===== src/sca_pkg.sv =====
// Behaviour
// - trigger rise freezes input, starts conversion
// - each serial clock rise steps sequence, shifts; the late-trigger slip rise does neither
// - acquisition opens at 16th rise, closes trigger
// - late trigger delays whole word one cycle
// - word carries previous conversion's sampled input
// - output three-state when not presenting bits
// - two trigger pulses, clock still: nap
// - four or more pulses, clock still: sleep
// - any serial clock pulse wakes from sleep
// - resolution 14 bits or 12 bits
package sca_pkg;
   localparam int FRAME_LEN      = 16;   // clocks per readout frame
   localparam int ACQ_OPEN_EDGE  = 16;   // edge that opens acquisition
   localparam int LEAD_PAD       = 2;    // leading pad bits in frame
   localparam int NAP_PULSES     = 2;    // trigger pulses for nap
   localparam int SLEEP_PULSES   = 4;    // trigger pulses for sleep
   localparam int CNT_W          = 5;    // frame counter width
   localparam logic [4:0] CNT_IDLE = 5'h1F; // counter parked value
   localparam int CLK_PERIOD_NS  = 10;   // reference clock period
   localparam int ACQ_MIN_NS     = 45;   // minimum acquisition interval
   localparam int ACQ_MIN_CYC    =
      (ACQ_MIN_NS + CLK_PERIOD_NS - 1) / CLK_PERIOD_NS;
   typedef enum logic [1:0] {
      SCA_ACTIVE,
      SCA_NAP,
      SCA_SLEEP
   } sca_pwr_type;
endpackage

===== src/sca_buf_if.sv =====
// word path between converter core and shifter
interface sca_buf_if #(parameter int W = 14);
   logic         valid;   // word offered
   logic         ready;   // word accepted
   logic [W-1:0] data;    // result word
   modport src (output valid, output data, input ready);
   modport snk (input valid, input data, output ready);
endinterface


===== src/sca_buf.sv =====
// two-entry buffer; read data comes from a register
module sca_buf #(
   parameter int W = 14
) (
   input  wire logic i_ref_clk,   // clock
   input  wire logic i_rst,       // async reset, high
   sca_buf_if.snk    in_side,     // filling side
   sca_buf_if.src    out_side     // draining side
);
   logic [W-1:0] mem_reg [2];     // storage
   logic [1:0]   cnt_reg;         // entries held
   logic         wp_reg;          // write slot
   logic         rp_reg;          // read slot
   logic [W-1:0] rd_reg;          // registered head word
   wire          push = in_side.valid && in_side.ready;
   wire          pop  = out_side.valid && out_side.ready;
   // honest full and empty flags drive the handshakes
   assign in_side.ready  = (cnt_reg != 2'h2);
   assign out_side.valid = (cnt_reg != 2'h0);
   assign out_side.data  = rd_reg;
   // head register follows the read slot after each change
   always_ff @(posedge i_ref_clk or posedge i_rst) begin
      if (i_rst) begin
         cnt_reg <= 2'h0;
         wp_reg  <= 1'b0;
         rp_reg  <= 1'b0;
      end else begin
         if (push) wp_reg <= ~wp_reg;
         if (pop)  rp_reg <= ~rp_reg;
         cnt_reg <= cnt_reg + {1'b0, push} - {1'b0, pop};
      end
   end
   // storage writes and head selection
   always_ff @(posedge i_ref_clk) begin
      if (push) mem_reg[wp_reg] <= in_side.data;
      if (push && (cnt_reg == 2'h0 || (cnt_reg == 2'h1 && pop)))
         rd_reg <= in_side.data;
      else if (pop)
         rd_reg <= mem_reg[~rp_reg];
   end
endmodule


===== src/sca_core.sv =====
// serial converter readout; the serial clock is sampled on i_ref_clk
module sca_core #(
   parameter int RES = 14                   // 14 or 12 bit variant
) (
   input  wire logic           i_ref_clk,         // block clock
   input  wire logic           i_rst,             // async reset, high
   input  wire logic           i_serial_clk,      // host serial clock
   input  wire logic           i_sample_trigger,  // convert strobe
   input  wire logic           i_late_trigger,    // trigger inside 3 ns
   input  wire logic [RES-1:0] i_sample_value,    // quantised input
   output logic                o_serial_result_out, // data level
   output logic                o_serial_result_oe_n, // low drives
   output logic                o_acquiring,       // acquisition open
   output logic                o_nap,             // nap state
   output logic                o_sleep            // sleep state
);
   // edge detection state
   logic sck_d_reg;                       // last serial clock
   logic trg_d_reg;                       // last trigger
   wire  sck_rise = i_serial_clk && !sck_d_reg;
   wire  sck_edge = i_serial_clk != sck_d_reg;
   wire  trg_rise = i_sample_trigger && !trg_d_reg;

   // conversion and readout
   logic [RES-1:0]   held_reg;            // frozen input
   logic             held_ok_reg;         // a sample is held
   logic [4:0]       cnt_reg;             // counted rises since trigger
   logic             delay_reg;           // late-trigger slip
   logic [15:0]      shift_reg;           // outgoing frame
   logic             drive_reg;           // output enabled
   logic             acq_reg;             // acquisition window
   logic [2:0]       pulses_reg;          // triggers with clock still
   sca_pkg::sca_pwr_type pwr_reg;         // power state

   sca_buf_if #(.W(RES)) cv ();           // conversion results
   sca_buf_if #(.W(RES)) rd ();           // to shifter

   sca_buf #(.W(RES)) u_buf (
      .i_ref_clk (i_ref_clk),
      .i_rst     (i_rst),
      .in_side   (cv),
      .out_side  (rd)
   );

   // the previous conversion's held value enters the buffer on trigger
   assign cv.valid = trg_rise && held_ok_reg;
   assign cv.data  = held_reg;
   // the shifter takes a word at the first counted rise after a trigger;
   // a later start would push the last bits past the frame's rises
   wire   frame_go = (cnt_reg == '0) && sck_rise && !delay_reg;
   assign rd.ready = frame_go;

   // padded frame: leading zeros then msb first, trailing zeros only when RES is below 14
   function automatic logic [15:0] frame_of(input logic [RES-1:0] w);
      frame_of = 16'(w) << (sca_pkg::FRAME_LEN - sca_pkg::LEAD_PAD - RES);
   endfunction

   // edge history
   always_ff @(posedge i_ref_clk or posedge i_rst) begin
      if (i_rst) begin
         sck_d_reg <= 1'b0;
         trg_d_reg <= 1'b0;
      end else begin
         sck_d_reg <= i_serial_clk;
         trg_d_reg <= i_sample_trigger;
      end
   end

   // trigger freezes input, counter steps on each serial rise except the late-trigger slip rise, and parks at CNT_IDLE
   always_ff @(posedge i_ref_clk or posedge i_rst) begin
      if (i_rst) begin
         held_reg    <= '0;
         held_ok_reg <= 1'b0;
         cnt_reg     <= sca_pkg::CNT_IDLE;
         delay_reg   <= 1'b0;
         acq_reg     <= 1'b0;
      end else if (trg_rise) begin
         held_reg    <= i_sample_value;
         held_ok_reg <= 1'b1;
         cnt_reg     <= 5'h0;
         delay_reg   <= i_late_trigger;
         acq_reg     <= 1'b0;
      end else if (sck_rise) begin
         if (delay_reg)
            delay_reg <= 1'b0;
         else if (cnt_reg != sca_pkg::CNT_IDLE) begin
            cnt_reg <= cnt_reg + 5'h1;
            if (cnt_reg == 5'(sca_pkg::ACQ_OPEN_EDGE - 1))
               acq_reg <= 1'b1;
         end
      end
   end

   // shifter: msb first, three-state outside frame
   always_ff @(posedge i_ref_clk or posedge i_rst) begin
      if (i_rst) begin
         shift_reg <= '0;
         drive_reg <= 1'b0;
      end else if (frame_go) begin
         shift_reg <= rd.valid ? frame_of(rd.data) : '0;
         drive_reg <= rd.valid;
      end else if (sck_rise && drive_reg && !delay_reg) begin
         shift_reg <= {shift_reg[14:0], 1'b0};
         // the last bit must still stand at the rise that latches it
         if (cnt_reg == 5'(sca_pkg::LEAD_PAD + RES))
            drive_reg <= 1'b0;
      end
   end

   // power states from trigger pulses while clock is still
   always_ff @(posedge i_ref_clk or posedge i_rst) begin
      if (i_rst) begin
         pulses_reg <= 3'h0;
         pwr_reg    <= sca_pkg::SCA_ACTIVE;
      end else if (sck_edge) begin
         pulses_reg <= 3'h0;
         pwr_reg    <= sca_pkg::SCA_ACTIVE;
      end else if (trg_rise) begin
         if (pulses_reg != 3'h7)
            pulses_reg <= pulses_reg + 3'h1;
         case (pulses_reg + 3'h1)
            3'(sca_pkg::NAP_PULSES):   pwr_reg <= sca_pkg::SCA_NAP;
            3'(sca_pkg::SLEEP_PULSES): pwr_reg <= sca_pkg::SCA_SLEEP;
            default:                   pwr_reg <= pwr_reg;
         endcase
      end
   end

   assign o_serial_result_out  = shift_reg[15];
   assign o_serial_result_oe_n = !drive_reg;
   assign o_acquiring          = acq_reg;
   assign o_nap                = (pwr_reg == sca_pkg::SCA_NAP);
   assign o_sleep              = (pwr_reg == sca_pkg::SCA_SLEEP);
endmodule


===== config.mk =====
export PLATFORM = sky130hd
export DESIGN_NAME = sca_core
export DESIGN_NICKNAME = d
export VERILOG_FILES = /design/src/sca_pkg.sv /design/src/sca_buf_if.sv /design/src/sca_buf.sv /design/src/sca_core.sv
export SDC_FILE = /design/constraint.sdc
export NUM_CORES = 1
export LEC_CHECK = 0
export BUFFER_PORTS_ARGS = -buffer_cell sky130_fd_sc_hd__clkbuf_2
export CORE_MARGIN = 3
export CORE_UTILIZATION = 47
export CTS_CLUSTER_DIAMETER = 40
export DETAILED_ROUTE_END_ITERATION = 10
export SYNTH_ARGS = -nofsm -noshare
export SYNTH_HDL_FRONTEND = slang
export SYNTH_SLANG_ARGS = --single-unit

===== constraint.sdc =====
create_clock -name i_ref_clk -period 7.85 [get_ports i_ref_clk]
set_input_delay 0.3925 -clock i_ref_clk [delete_from_list [all_inputs] [get_ports i_ref_clk]]
set_output_delay 0.3925 -clock i_ref_clk [all_outputs]
set_load 0.05 [all_outputs]

# Yosys cells after proc, flatten, opt, wreduce, memory -nomap -nowiden
# Memory sizes are Yosys's and may differ from the RTL's.
# Cells that the tools add are included.
[classes]
add_sub_neg = 4
n_eq_ne = 12
n_mux = 27
bitwise = 2
reduce_logical = 33
[ops]
columns = ["op", "count"]
rows = [
  ["14-bit 2-to-1 mux", 3],
  ["16-bit 2-to-1 mux", 2],
  ["5-bit 2-to-1 mux", 4],
  ["2-bit nonzero test", 9],
  ["1-bit 2-to-1 mux", 12],
  ["1-bit logical AND", 11],
  ["3-bit 2-to-1 mux", 3],
  ["2-bit AND reduction", 3],
  ["5-bit by 1-bit adder with 5-bit output, second input constant", 1],
  ["5-bit by 4-bit == test with 1-bit output, second input constant", 1],
  ["5-bit == test, second input constant", 1],
  ["5-bit zero test", 1],
  ["5-bit inequality test, second input constant", 1],
  ["2-bit by 1-bit == test with 1-bit output, second input constant", 2],
  ["1-bit zero test", 4],
  ["2-bit 2-to-1 mux", 2],
  ["2-bit inequality test, second input constant", 2],
  ["2-bit case mux with 2 select lines", 1],
  ["4-bit AND reduction", 1],
  ["3-bit by 1-bit adder with 3-bit output, second input constant", 1],
  ["3-bit by 2-bit == test with 1-bit output, second input constant", 1],
  ["3-bit == test, second input constant", 1],
  ["3-bit inequality test, second input constant", 1],
  ["3-bit AND reduction", 1],
  ["8 further kinds", 9],
]
[word_totals]
ff_bits = 64
mem_bits_rw = 28
input_bits = 19
wordCells = 94
memories = 1
[mem_list]
columns = ["name", "depth", "width", "rd", "rd_clocked_by_memory_dff", "wr", "line", "rtl"]
rows = [
  ["u_buf.mem_reg", 2, 14, 1, 0, 1, "sca_buf.sv:10", "logic [W-1:0] mem_reg [2];"],
]

# Logic depth before layout (Yosys ltp)
# Gate-level depths: netlist (run 1).
[logic_depth]
word_depth = 9
depth_mapped = 8
mapped_depth_nobuf = 7

# Modules after synthesis
# A second synthesis (run 1) with hierarchy kept.
[hier_totals]
hier_cells = 278
area_unflattened_um2 = 4087.7
[modules_own_cells]
columns = ["module", "instances", "cells_each", "area_per_inst_um2", "seq_area_each_um2"]
rows = [
  ["sca_core", 1, 179, 2178.3, 1157.4],
  ["sca_buf", 1, 99, 1909.3, 1361.3],
]

# Worst setup path after synthesis (run 1)
# No wires, ideal clock.
[synth_timing]
path_kind = "reg-to-reg"
start = "register trg_d_reg"
end = "register u_buf.rd_reg[0], in the netlist u_buf.out_side.data[0] (enable)"
setup_ps = 404
t_arrival_ps = 2374
slack_ps = 5072
path_stages_with_launch = 5
n_path_buf = 2
cell_sequence = "dfrtp_1 or4bb_1 clkbuf_1 clkbuf_1 o21ai_0"
[synth_via]
elab_chain_cells = 6
[synth_lines]
columns = ["element", "line", "rtl"]
rows = [
  ["start, declared", "sca_core.sv:19", "logic trg_d_reg;"],
  ["start signal, assigned", "sca_core.sv:65", "trg_d_reg <= i_sample_trigger;"],
  ["1-bit zero test", "sca_core.sv:22", "wire trg_rise = i_sample_trigger && !trg_d_reg;"],
  ["1-bit logical AND", "sca_core.sv:22", ""],
  ["1-bit logical AND", "sca_core.sv:46", "assign cv.valid = trg_rise && held_ok_reg;"],
  ["1-bit logical AND", "sca_buf.sv:15", "wire push = in_side.valid && in_side.ready;"],
  ["1-bit logical AND", "sca_buf.sv:36", "if (push && (cnt_reg == 2'h0 || (cnt_reg == 2'h1 && pop)))"],
  ["2-bit nonzero test (no source line)", "--", ""],
  ["end signal, assigned", "sca_buf.sv:37", "rd_reg <= in_side.data;"],
  ["end signal, assigned", "sca_buf.sv:39", "rd_reg <= mem_reg[~rp_reg];"],
  ["end, declared", "sca_buf.sv:14", "logic [W-1:0] rd_reg;"],
]
# Every way passes these cells.
# A chain may end at the register's enable or synchronous reset.

# Worst setup path in the final report (run 1)
[layout_timing]
start = "register trg_d_reg"
end = "register u_buf.rd_reg[3], in the netlist u_buf.out_side.data[3] (data pin)"
[layout_via]
elab_chain_cells = 6
[layout_lines]
columns = ["element", "line"]
rows = [
  ["1-bit zero test", "sca_core.sv:22"],
  ["1-bit logical AND", "sca_core.sv:22"],
  ["1-bit logical AND", "sca_core.sv:46"],
  ["1-bit logical AND", "sca_buf.sv:15"],
  ["1-bit logical AND", "sca_buf.sv:36"],
  ["14-bit 2-to-1 mux", "sca_buf.sv:36"],
]
# Every way passes these cells.

==> reports/metrics.yaml, run 1 <==
synth_compound_area_frac: 0.111
drive_above_1_share: 0.179
post-route-util: 0.542
crit_type: "reg -> reg"
synth-main-ff-cell: "dfrtp_1"
clock_latency_ns: 0.35
grt_pass1_wl_mm: 12.3
synthSimpleGateAreaFrac: 0.136
fill_cells: 741
grt_max_degree: 51
hold_violations: 0
design.core.area_mm2: 0.00838
largest_register_ffs: 28
cts.sinks: 92
holdWs_ns: 0.176
ys_warn_count: 0
dpl_cell_area_mm2: 0.00432
synthXorXnorAreaFrac: 0.0128
portBuffers: 23
track_usage: 0.156
layout_setup_ws_ns: 5.31
rows: 33
required_ns: 8.02
viasPerCell: 5.23
wl_mm: 6.94
cts_root_buffer: "clkbuf_8"
postCtsSetupBuffers: 0
wl_met1_mm: 3.67
hp-class: "in -> reg"
cp_max_fo: 30
ys_ff_latch: 92
synth_top_family_by_area: "simple AND/OR/NAND/NOR gates"
dp_slack_ns: 5.31
highest_layer: "met4"
post-route-period-util: 0.324
clock_skew_ns: 0.00780
drtIter0Drc: 126
finalPower_mw: 1.36
area_growth_pct: 10.2
maxSlewViolCount: 0
grt_setup_unrepaired: "false"
final-setup-viol-count: 0
ant_nets: 0
h-tree-depth: 3
final_cells: 469
synth_edf_count: 42
die_area_mm2: 0.00993
ios: 24
seq_area_frac_synth: 0.611
start_kind: "flip-flop"
synthAdderAreaFrac: 0.0304
vias: 2453
grt_pass1_vias: 2488
syn_avg_cell_area_um2: 12.1
cts_resized: 0
gp_congestion: 0.831
fp.dieW_um: 99.6
tns_ns: 0
die_h_um: 99.6
ir_drop_uv: 120
placed_cells: 453
max_cap_violations: 0
syn_nets: 370
start_util: 0.492
mostFrequentLayoutCells: "50 x nand2_1, 45 x dfrtp_1, 42 x edfxtp_1"
antenna_found_initial: 0
cts.clk_slew.worst_paths_ns: 0.09
cts_tree: "done"
diodes: 0
tightest_slew_ns: 1.06
max_freq_mhz: 393
dp_hpwl_mm: 4.62
final_common_cell: "nand2_1"
cp.arrival_ns: 2.72
drt-pass1-iter-count: 6
cts_buffer_depth: 2
finalCriticalPeriod_ns: 2.54
wl_met3_um: 194
synth_area_mm2: 0.00412
power_density_mw_per_mm2: 300
p_leak_nw: 1.99
synthCells: 341
outcome: "finished, final reports clean"
routedWlPerCell_um: 14.8
holdBufCountCts: 0
synthDistinctLibCells: 43
synthMuxAreaShare: 0.0680
wl_met2_mm: 2.97
grt_overflow: 0
cp-end-kind: "flip-flop"
cts_buffers: 9
drcViolationCount: 0
fin_area_mm2: 0.00454
relSlewSlack: 0.294
async_reset_ff_frac: 0.543
layout.nets: 388
[cells by family (layout without fill, tap and decap cells)]
kind of cell               Yosys count  after routing
and+or+nand+nor                    115            115
DFF                                 92             92
AOI/OAI and AO/OA                   60             60
buffers and inverters               30             53
muxes                               28             28
adders and majority gates           10             10
xor gates and xnor gates             6              6
[synthesized netlist by cell type, drive strengths merged, types with 2 or more instances]
| library cell | number | share of area |
|---|---|---|
| nor2b | 5 | 0.0076 |
| nand2b | 5 | 0.0076 |
| a22oi | 14 | 0.040 |
| edfxtp | 42 | 0.31 |
| and3 | 2 | 0.0033 |
| dfrtp | 45 | 0.27 |
| nor3b | 2 | 0.0036 |
| buf | 7 | 0.010 |
| ha | 10 | 0.030 |
| inv | 8 | 0.0073 |
| o21ai | 19 | 0.023 |
| a21oi | 5 | 0.0061 |
| dfstp | 5 | 0.032 |
| nand4 | 14 | 0.021 |
| clkbuf | 15 | 0.014 |
| o211a | 2 | 0.0049 |
| mux2i | 28 | 0.068 |
| xnor2 | 4 | 0.0085 |
| nand2 | 50 | 0.046 |
| o31ai | 3 | 0.0055 |
| and2 | 3 | 0.0046 |
| nor2 | 21 | 0.019 |
| nand3 | 5 | 0.0061 |
| xor2 | 2 | 0.0043 |
| o21a | 14 | 0.026 |
[path summary, 6_finish.rpt]
| kind | startpoint | endpoint | slack, ns | cells after the start |
|---|---|---|---|---|
| worst max-delay path | trg_d_reg | u_buf.out_side.data[3] | 5.31 | 3 |
| worst min-delay path | i_serial_clk | sck_d_reg | 0.18 | 1 |
| worst max register to register | trg_d_reg | u_buf.out_side.data[3] | 5.31 | 3 |
| worst min register to register | held_ok_reg | held_ok_reg | 0.49 | 1 |
| max in group asynchronous | i_rst | cv.data[2] | 6.92 | 2 |
| min in group asynchronous | i_rst | shift_reg[13] | 0.29 | 2 |
[final cells by class]
type / instances / area [um2] / area share
Tap cell: 105 / 131 / 0.0289
Clock inverter: 7 / 97.6 / 0.0215
Multi-Input combinational cell: 219 / 1480 / 0.326
Inverter: 8 / 30.0 / 0.00661
Timing Repair Buffer: 29 / 160 / 0.0353
Clock buffer: 9 / 124 / 0.0273
Sequential cell: 92 / 2520 / 0.555
[power breakdown]
part           internal [mW]  total (mW)  switching [mW]
logic                  0.139       0.308           0.169
clock network          0.181       0.348           0.167
registers              0.623       0.707          0.0848
total                  0.942        1.36           0.421
[critical path, stage by stage (launching register included)]
cell,delay [ns]
dfrtp_1,0.42
or4bb_1,0.91
or3_1,0.76
a22oi_1,0.28
[metal layers]
layer,global-route usage,vias up
met4,0.0599,0
met1,0.235,1157
met5,0,-
met3,0.0273,8
met2,0.224,31
li1,-,1257
(Power assumes the default switching activity.)
==> run 2: changes to the inputs <==
--- a/config.mk
+++ b/config.mk
@@ -10,6 +10,7 @@
 export CORE_UTILIZATION = 47
 export CTS_CLUSTER_DIAMETER = 40
 export DETAILED_ROUTE_END_ITERATION = 10
+export PLACE_DENSITY = 0.67
 export SYNTH_ARGS = -nofsm -noshare
 export SYNTH_HDL_FRONTEND = slang
 export SYNTH_SLANG_ARGS = --single-unit
==> constraint.sdc (replaced) <==
create_clock -name i_ref_clk -period 2.1 [get_ports i_ref_clk]
set_input_delay 0.105 -clock i_ref_clk [delete_from_list [all_inputs] [get_ports i_ref_clk]]
set_output_delay 0.105 -clock i_ref_clk [all_outputs]
set_load 0.05 [all_outputs]
==> reports/metrics.yaml, run 2 (synthesis results as in run 1) <==
start_util: 0.492
h-tree-depth: 3
grt_pass1_vias: 2639
tightest_slew_ns: 0.660
dp_slack_ns: 0.0738
ant_nets: 0
finalPower_mw: 5.08
final-setup-viol-count: 0
cts_buffer_depth: 2
p_leak_nw: 2.11
grt_overflow: 0
dp_hpwl_mm: 4.86
rows: 33
maxSlewViolCount: 0
ir_drop_uv: 495
diodes: 0
power_density_mw_per_mm2: 1060
final_common_cell: "nand2_1"
antenna_found_initial: 0
grt_max_degree: 29
fp.dieW_um: 99.6
ios: 24
cts_root_buffer: "clkbuf_8"
cts.sinks: 92
largest_register_ffs: 28
portBuffers: 23
drtIter0Drc: 87
wl_mm: 7.22
drt-pass1-iter-count: 4
required_ns: 2.28
mostFrequentLayoutCells: "50 x nand2_1, 45 x dfrtp_1, 42 x edfxtp_1"
crit_type: "reg -> reg"
cts_tree: "done"
drive_above_1_share: 0.199
max_freq_mhz: 492
cp_max_fo: 14
outcome: "finished, final reports clean"
dpl_cell_area_mm2: 0.00442
layout.nets: 416
design.core.area_mm2: 0.00838
max_cap_violations: 0
finalCriticalPeriod_ns: 2.03
drcViolationCount: 0
track_usage: 0.162
die_h_um: 99.6
gp_congestion: 0.749
vias: 2561
layout_setup_ws_ns: 0.0658
hold_violations: 0
cp.arrival_ns: 2.22
die_area_mm2: 0.00993
r2r_cells: 6
clock_latency_ns: 0.35
cp-end-kind: "flip-flop"
hp-class: "in -> async"
routedWlPerCell_um: 14.5
cts.clk_slew.worst_paths_ns: 0.09
clock_skew_ns: 0.00795
area_growth_pct: 16.8
start_kind: "flip-flop"
cts_buffers: 9
relSlewSlack: 0.560
fin_area_mm2: 0.00481
post-route-period-util: 0.969
viasPerCell: 5.15
grt_pass1_wl_mm: 12.8
## run 2: stage by stage
stage / hold WS, ns / utilization / cells / setup TNS, ns
finish: 0.343 / 0.574 / 497 / 0
global route: 0.397 / 0.574 / 497 / -0.00727
CTS: 0.354 / 0.572 / 496 / 0
detailed placement: 0.183 / 0.527 / 462 / 0
global placement: 0.182 / 0.527 / 462 / 0
floorplan: 0.136 / - / 341 / 0
## run 2: final timing paths
path                                              from                endpoint  slack [ns]
worst max-delay path                        cnt_reg[0]  u_buf.out_side.data[7]        0.07
worst min-delay path                             i_rst             o_acquiring        0.34
worst max register to register              cnt_reg[0]  u_buf.out_side.data[7]        0.07
worst min register to register  u_buf.out_side.data[1]            shift_reg[1]        0.50
max in group asynchronous                        i_rst              cnt_reg[1]        1.16
min in group i_ref_clk                    i_serial_clk               sck_d_reg        0.42
## run 2: worst max-delay path: stages (launching register included)
cell and delay [ns]:
dfstp_2 0.40, inv_1 0.06, ha_1 0.17, or4b_4 0.50, or3_1 0.38, buf_6 0.18
a22oi_1 0.17
## run 2: metal layers
metal	global-route usage	vias up	part of all wire
met4	0.0725	0	0.0098
met1	0.234	1214	0.51
met3	0.0259	6	0.026
li1	-	1307	-
met2	0.242	34	0.45
met5	0	-	0
## run 2: repair_timing
action                                 CTS  global route
gates resized for setup                  0             2
endpoints found under the hold margin   41             0
hold buffers                            18             0
setup endpoints to repair                0             6
setup buffers                            0             1
## run 2: area by class of cell
type / count / area [um2]
clock inverters: 7 / 76.3
fillers: 689 / 3570
multi-input cells: 219 / 1500
repair buffers: 57 / 432
inverters: 8 / 30.0
well taps: 105 / 131
clock buffers: 9 / 124
flip-flops and latches: 92 / 2520
## run 2: power breakdown
part | leakage, nW | switching (mW) | internal, mW | total, mW
Sequential | 1.01 | 0.209 | 2.33 | 2.54
Clock | 0.0958 | 0.616 | 0.556 | 1.17
Combinational | 1.01 | 0.778 | 0.590 | 1.37
Total | 2.11 | 1.60 | 3.48 | 5.08
==> run 3: changes to the inputs <==
--- a/config.mk
+++ b/config.mk
@@ -6,11 +6,13 @@
 export NUM_CORES = 1
 export LEC_CHECK = 0
 export BUFFER_PORTS_ARGS = -buffer_cell sky130_fd_sc_hd__clkbuf_2
+export CELL_PAD_IN_SITES_DETAIL_PLACEMENT = 1
+export CELL_PAD_IN_SITES_GLOBAL_PLACEMENT = 1
 export CORE_MARGIN = 3
-export CORE_UTILIZATION = 47
+export CORE_UTILIZATION = 44
 export CTS_CLUSTER_DIAMETER = 40
 export DETAILED_ROUTE_END_ITERATION = 10
-export PLACE_DENSITY = 0.67
+export PLACE_DENSITY_LB_ADDON = 0.1
 export SYNTH_ARGS = -nofsm -noshare
 export SYNTH_HDL_FRONTEND = slang
 export SYNTH_SLANG_ARGS = --single-unit
==> reports/metrics.yaml, run 3 (synthesis results as in run 1) <==
outcome: "finished, final reports clean"
max_stage_delay_ns: 0.50
largest_register_ffs: 28
layout.nets: 414
grt_pass1_wl_mm: 14.0
wl_mm: 8.22
tightest_slew_ns: 0.638
clock_latency_ns: 0.36
post-route-period-util: 0.958
final_cells: 498
area_growth_pct: 16.8
final_common_cell: "nand2_1"
grt_pass1_vias: 2716
finalCriticalPeriod_ns: 2.01
r2r_slack_ns: 0.09
antenna_found_initial: 0
max_cap_violations: 0
placed_cells: 465
drtIter0Drc: 102
hold_violations: 0
track_usage: 0.174
cts_tree: "done"
drcViolationCount: 0
fp.dieW_um: 103
drt-pass1-iter-count: 4
viasPerCell: 5.28
r2r_cells: 5
drive_above_1_share: 0.205
cp.arrival_ns: 2.21
routedWlPerCell_um: 16.5
p_leak_nw: 2.10
worst_path_max_delay_cell: "or4b_4"
start_util: 0.463
cts.sinks: 92
final-setup-viol-count: 0
cts_root_buffer: "clkbuf_8"
critical_path_buf_inv_count: 1
start_kind: "flip-flop"
relSlewSlack: 0.574
worstReg2RegEnd: "u_buf.out_side.data[8]"
maxSlewViolCount: 0
ir_drop_uv: 469
cts.clk_slew.worst_paths_ns: 0.10
r2r_start: "cnt_reg[0]"
diodes: 0
ant_nets: 0
tns_ns: 0
clock_skew_ns: 0.0182
ios: 24
cts_buffer_depth: 2
vias: 2631
cts_buffers: 9
cp_max_fo: 14
die_h_um: 103
fill_cells: 926
crit_chain: "inv_1 -> ha_2 -> or4b_4 -> or3_4 -> a22oi_2"
mostFrequentLayoutCells: "50 x nand2_1, 45 x dfrtp_1, 42 x edfxtp_1"
power_density_mw_per_mm2: 1070
grt_max_degree: 29
design.core.area_mm2: 0.00889
grt_overflow: 0
path_delay_family: "simple AND/OR/NAND/NOR gates"
die_area_mm2: 0.0106
required_ns: 2.29
grt_setup_unrepaired: "false"
max_freq_mhz: 497
cp-end-kind: "flip-flop"
gp_congestion: 0.690
hp-class: "in -> async"
crit_type: "reg -> reg"
rows: 34
h-tree-depth: 3
portBuffers: 23
dp_hpwl_mm: 5.44
==> run 3: cell count changes in the layout (fill, tap and decap cells not counted) <==
cell / previous run / this run
a22oi_1: 3 / 1
a22oi_2: 10 / 12
buf_4: 14 / 13
buf_6: 1 / 0
clkinv_2: 1 / 2
clkinv_4: 2 / 0
ha_1: 10 / 9
ha_2: 0 / 1
inv_6: 1 / 2
or3_1: 1 / 0
or3_4: 0 / 1
==> run 3: timing repair <==
item	in CTS	in global routing
setup endpoints to repair	3	6
hold endpoints to repair	39	0
buffers inserted	0	0
hold buffers	18	0
pin swaps	0	1
gates resized for setup	3	4
==> run 3: worst max-delay path by stage <==
stage,depth (start not counted),from,slack (ns),end
finish,5,cnt_reg[0],0.09,u_buf.out_side.data[8]
global route,6,cnt_reg[0],0.004,cnt_reg[4]
CTS,6,cnt_reg[0],0.001,u_buf.out_side.data[8]
detailed placement,6,cnt_reg[0],0.03,u_buf.out_side.data[8]
global placement,6,cnt_reg[0],0.13,u_buf.out_side.data[3]
floorplan,8,cnt_reg[0],0.08,u_buf.cnt_reg[1]
==> run 3: per-layer routing <==
layer	global-route usage	vias to the layer above	part of all wire
li1	-	1306	-
met1	0.254	1278	0.51
met2	0.257	41	0.45
met3	0.0480	6	0.036
met4	0.0508	0	0.0088
met5	0	-	0
==> run 3: layout make-up <==
cell class | count | area [um2] | area share
flip-flops and latches | 92 | 2520 | 0.524
multi-input cells | 219 | 1520 | 0.315
repair buffers | 55 | 413 | 0.0858
well taps | 108 | 135 | 0.0281
clock buffers | 9 | 124 | 0.0257
clock inverters | 7 | 72.6 | 0.0151
inverters | 8 | 30.0 | 0.00624
==> run 3: stage by stage <==
| stage | hold slack (ns) | cell area, um2 | setup slack, ns | utilization | total power [mW] |
|---|---|---|---|---|---|
| finish | 0.368 | 4810 | 0.0877 | 0.541 | 5.14 |
| detailed placement | 0.210 | 4420 | 0.0335 | 0.497 | 3.95 |
| global route | 0.392 | 4810 | 0.00446 | 0.541 | 5.51 |
| global placement | 0.206 | 4420 | 0.132 | 0.497 | 3.89 |
| floorplan | 0.136 | 4140 | 0.0827 | - | 3.58 |
| CTS | 0.354 | 4810 | 0.00113 | 0.541 | 5.20 |
==> run 3: worst register-to-register path, cell delays in order, from the launching register on <==
cell and delay, ns:
dfstp_2 0.40, inv_1 0.06, ha_2 0.19, or4b_4 0.51
or3_4 0.48, a22oi_2 0.21
==> run 3: power breakdown <==
| part | internal, mW | switching [mW] | leakage, nW | total (mW) |
|---|---|---|---|---|
| registers | 2.33 | 0.209 | 1.01 | 2.54 |
| logic | 0.591 | 0.810 | 0.999 | 1.40 |
| clock network | 0.555 | 0.649 | 0.0960 | 1.20 |
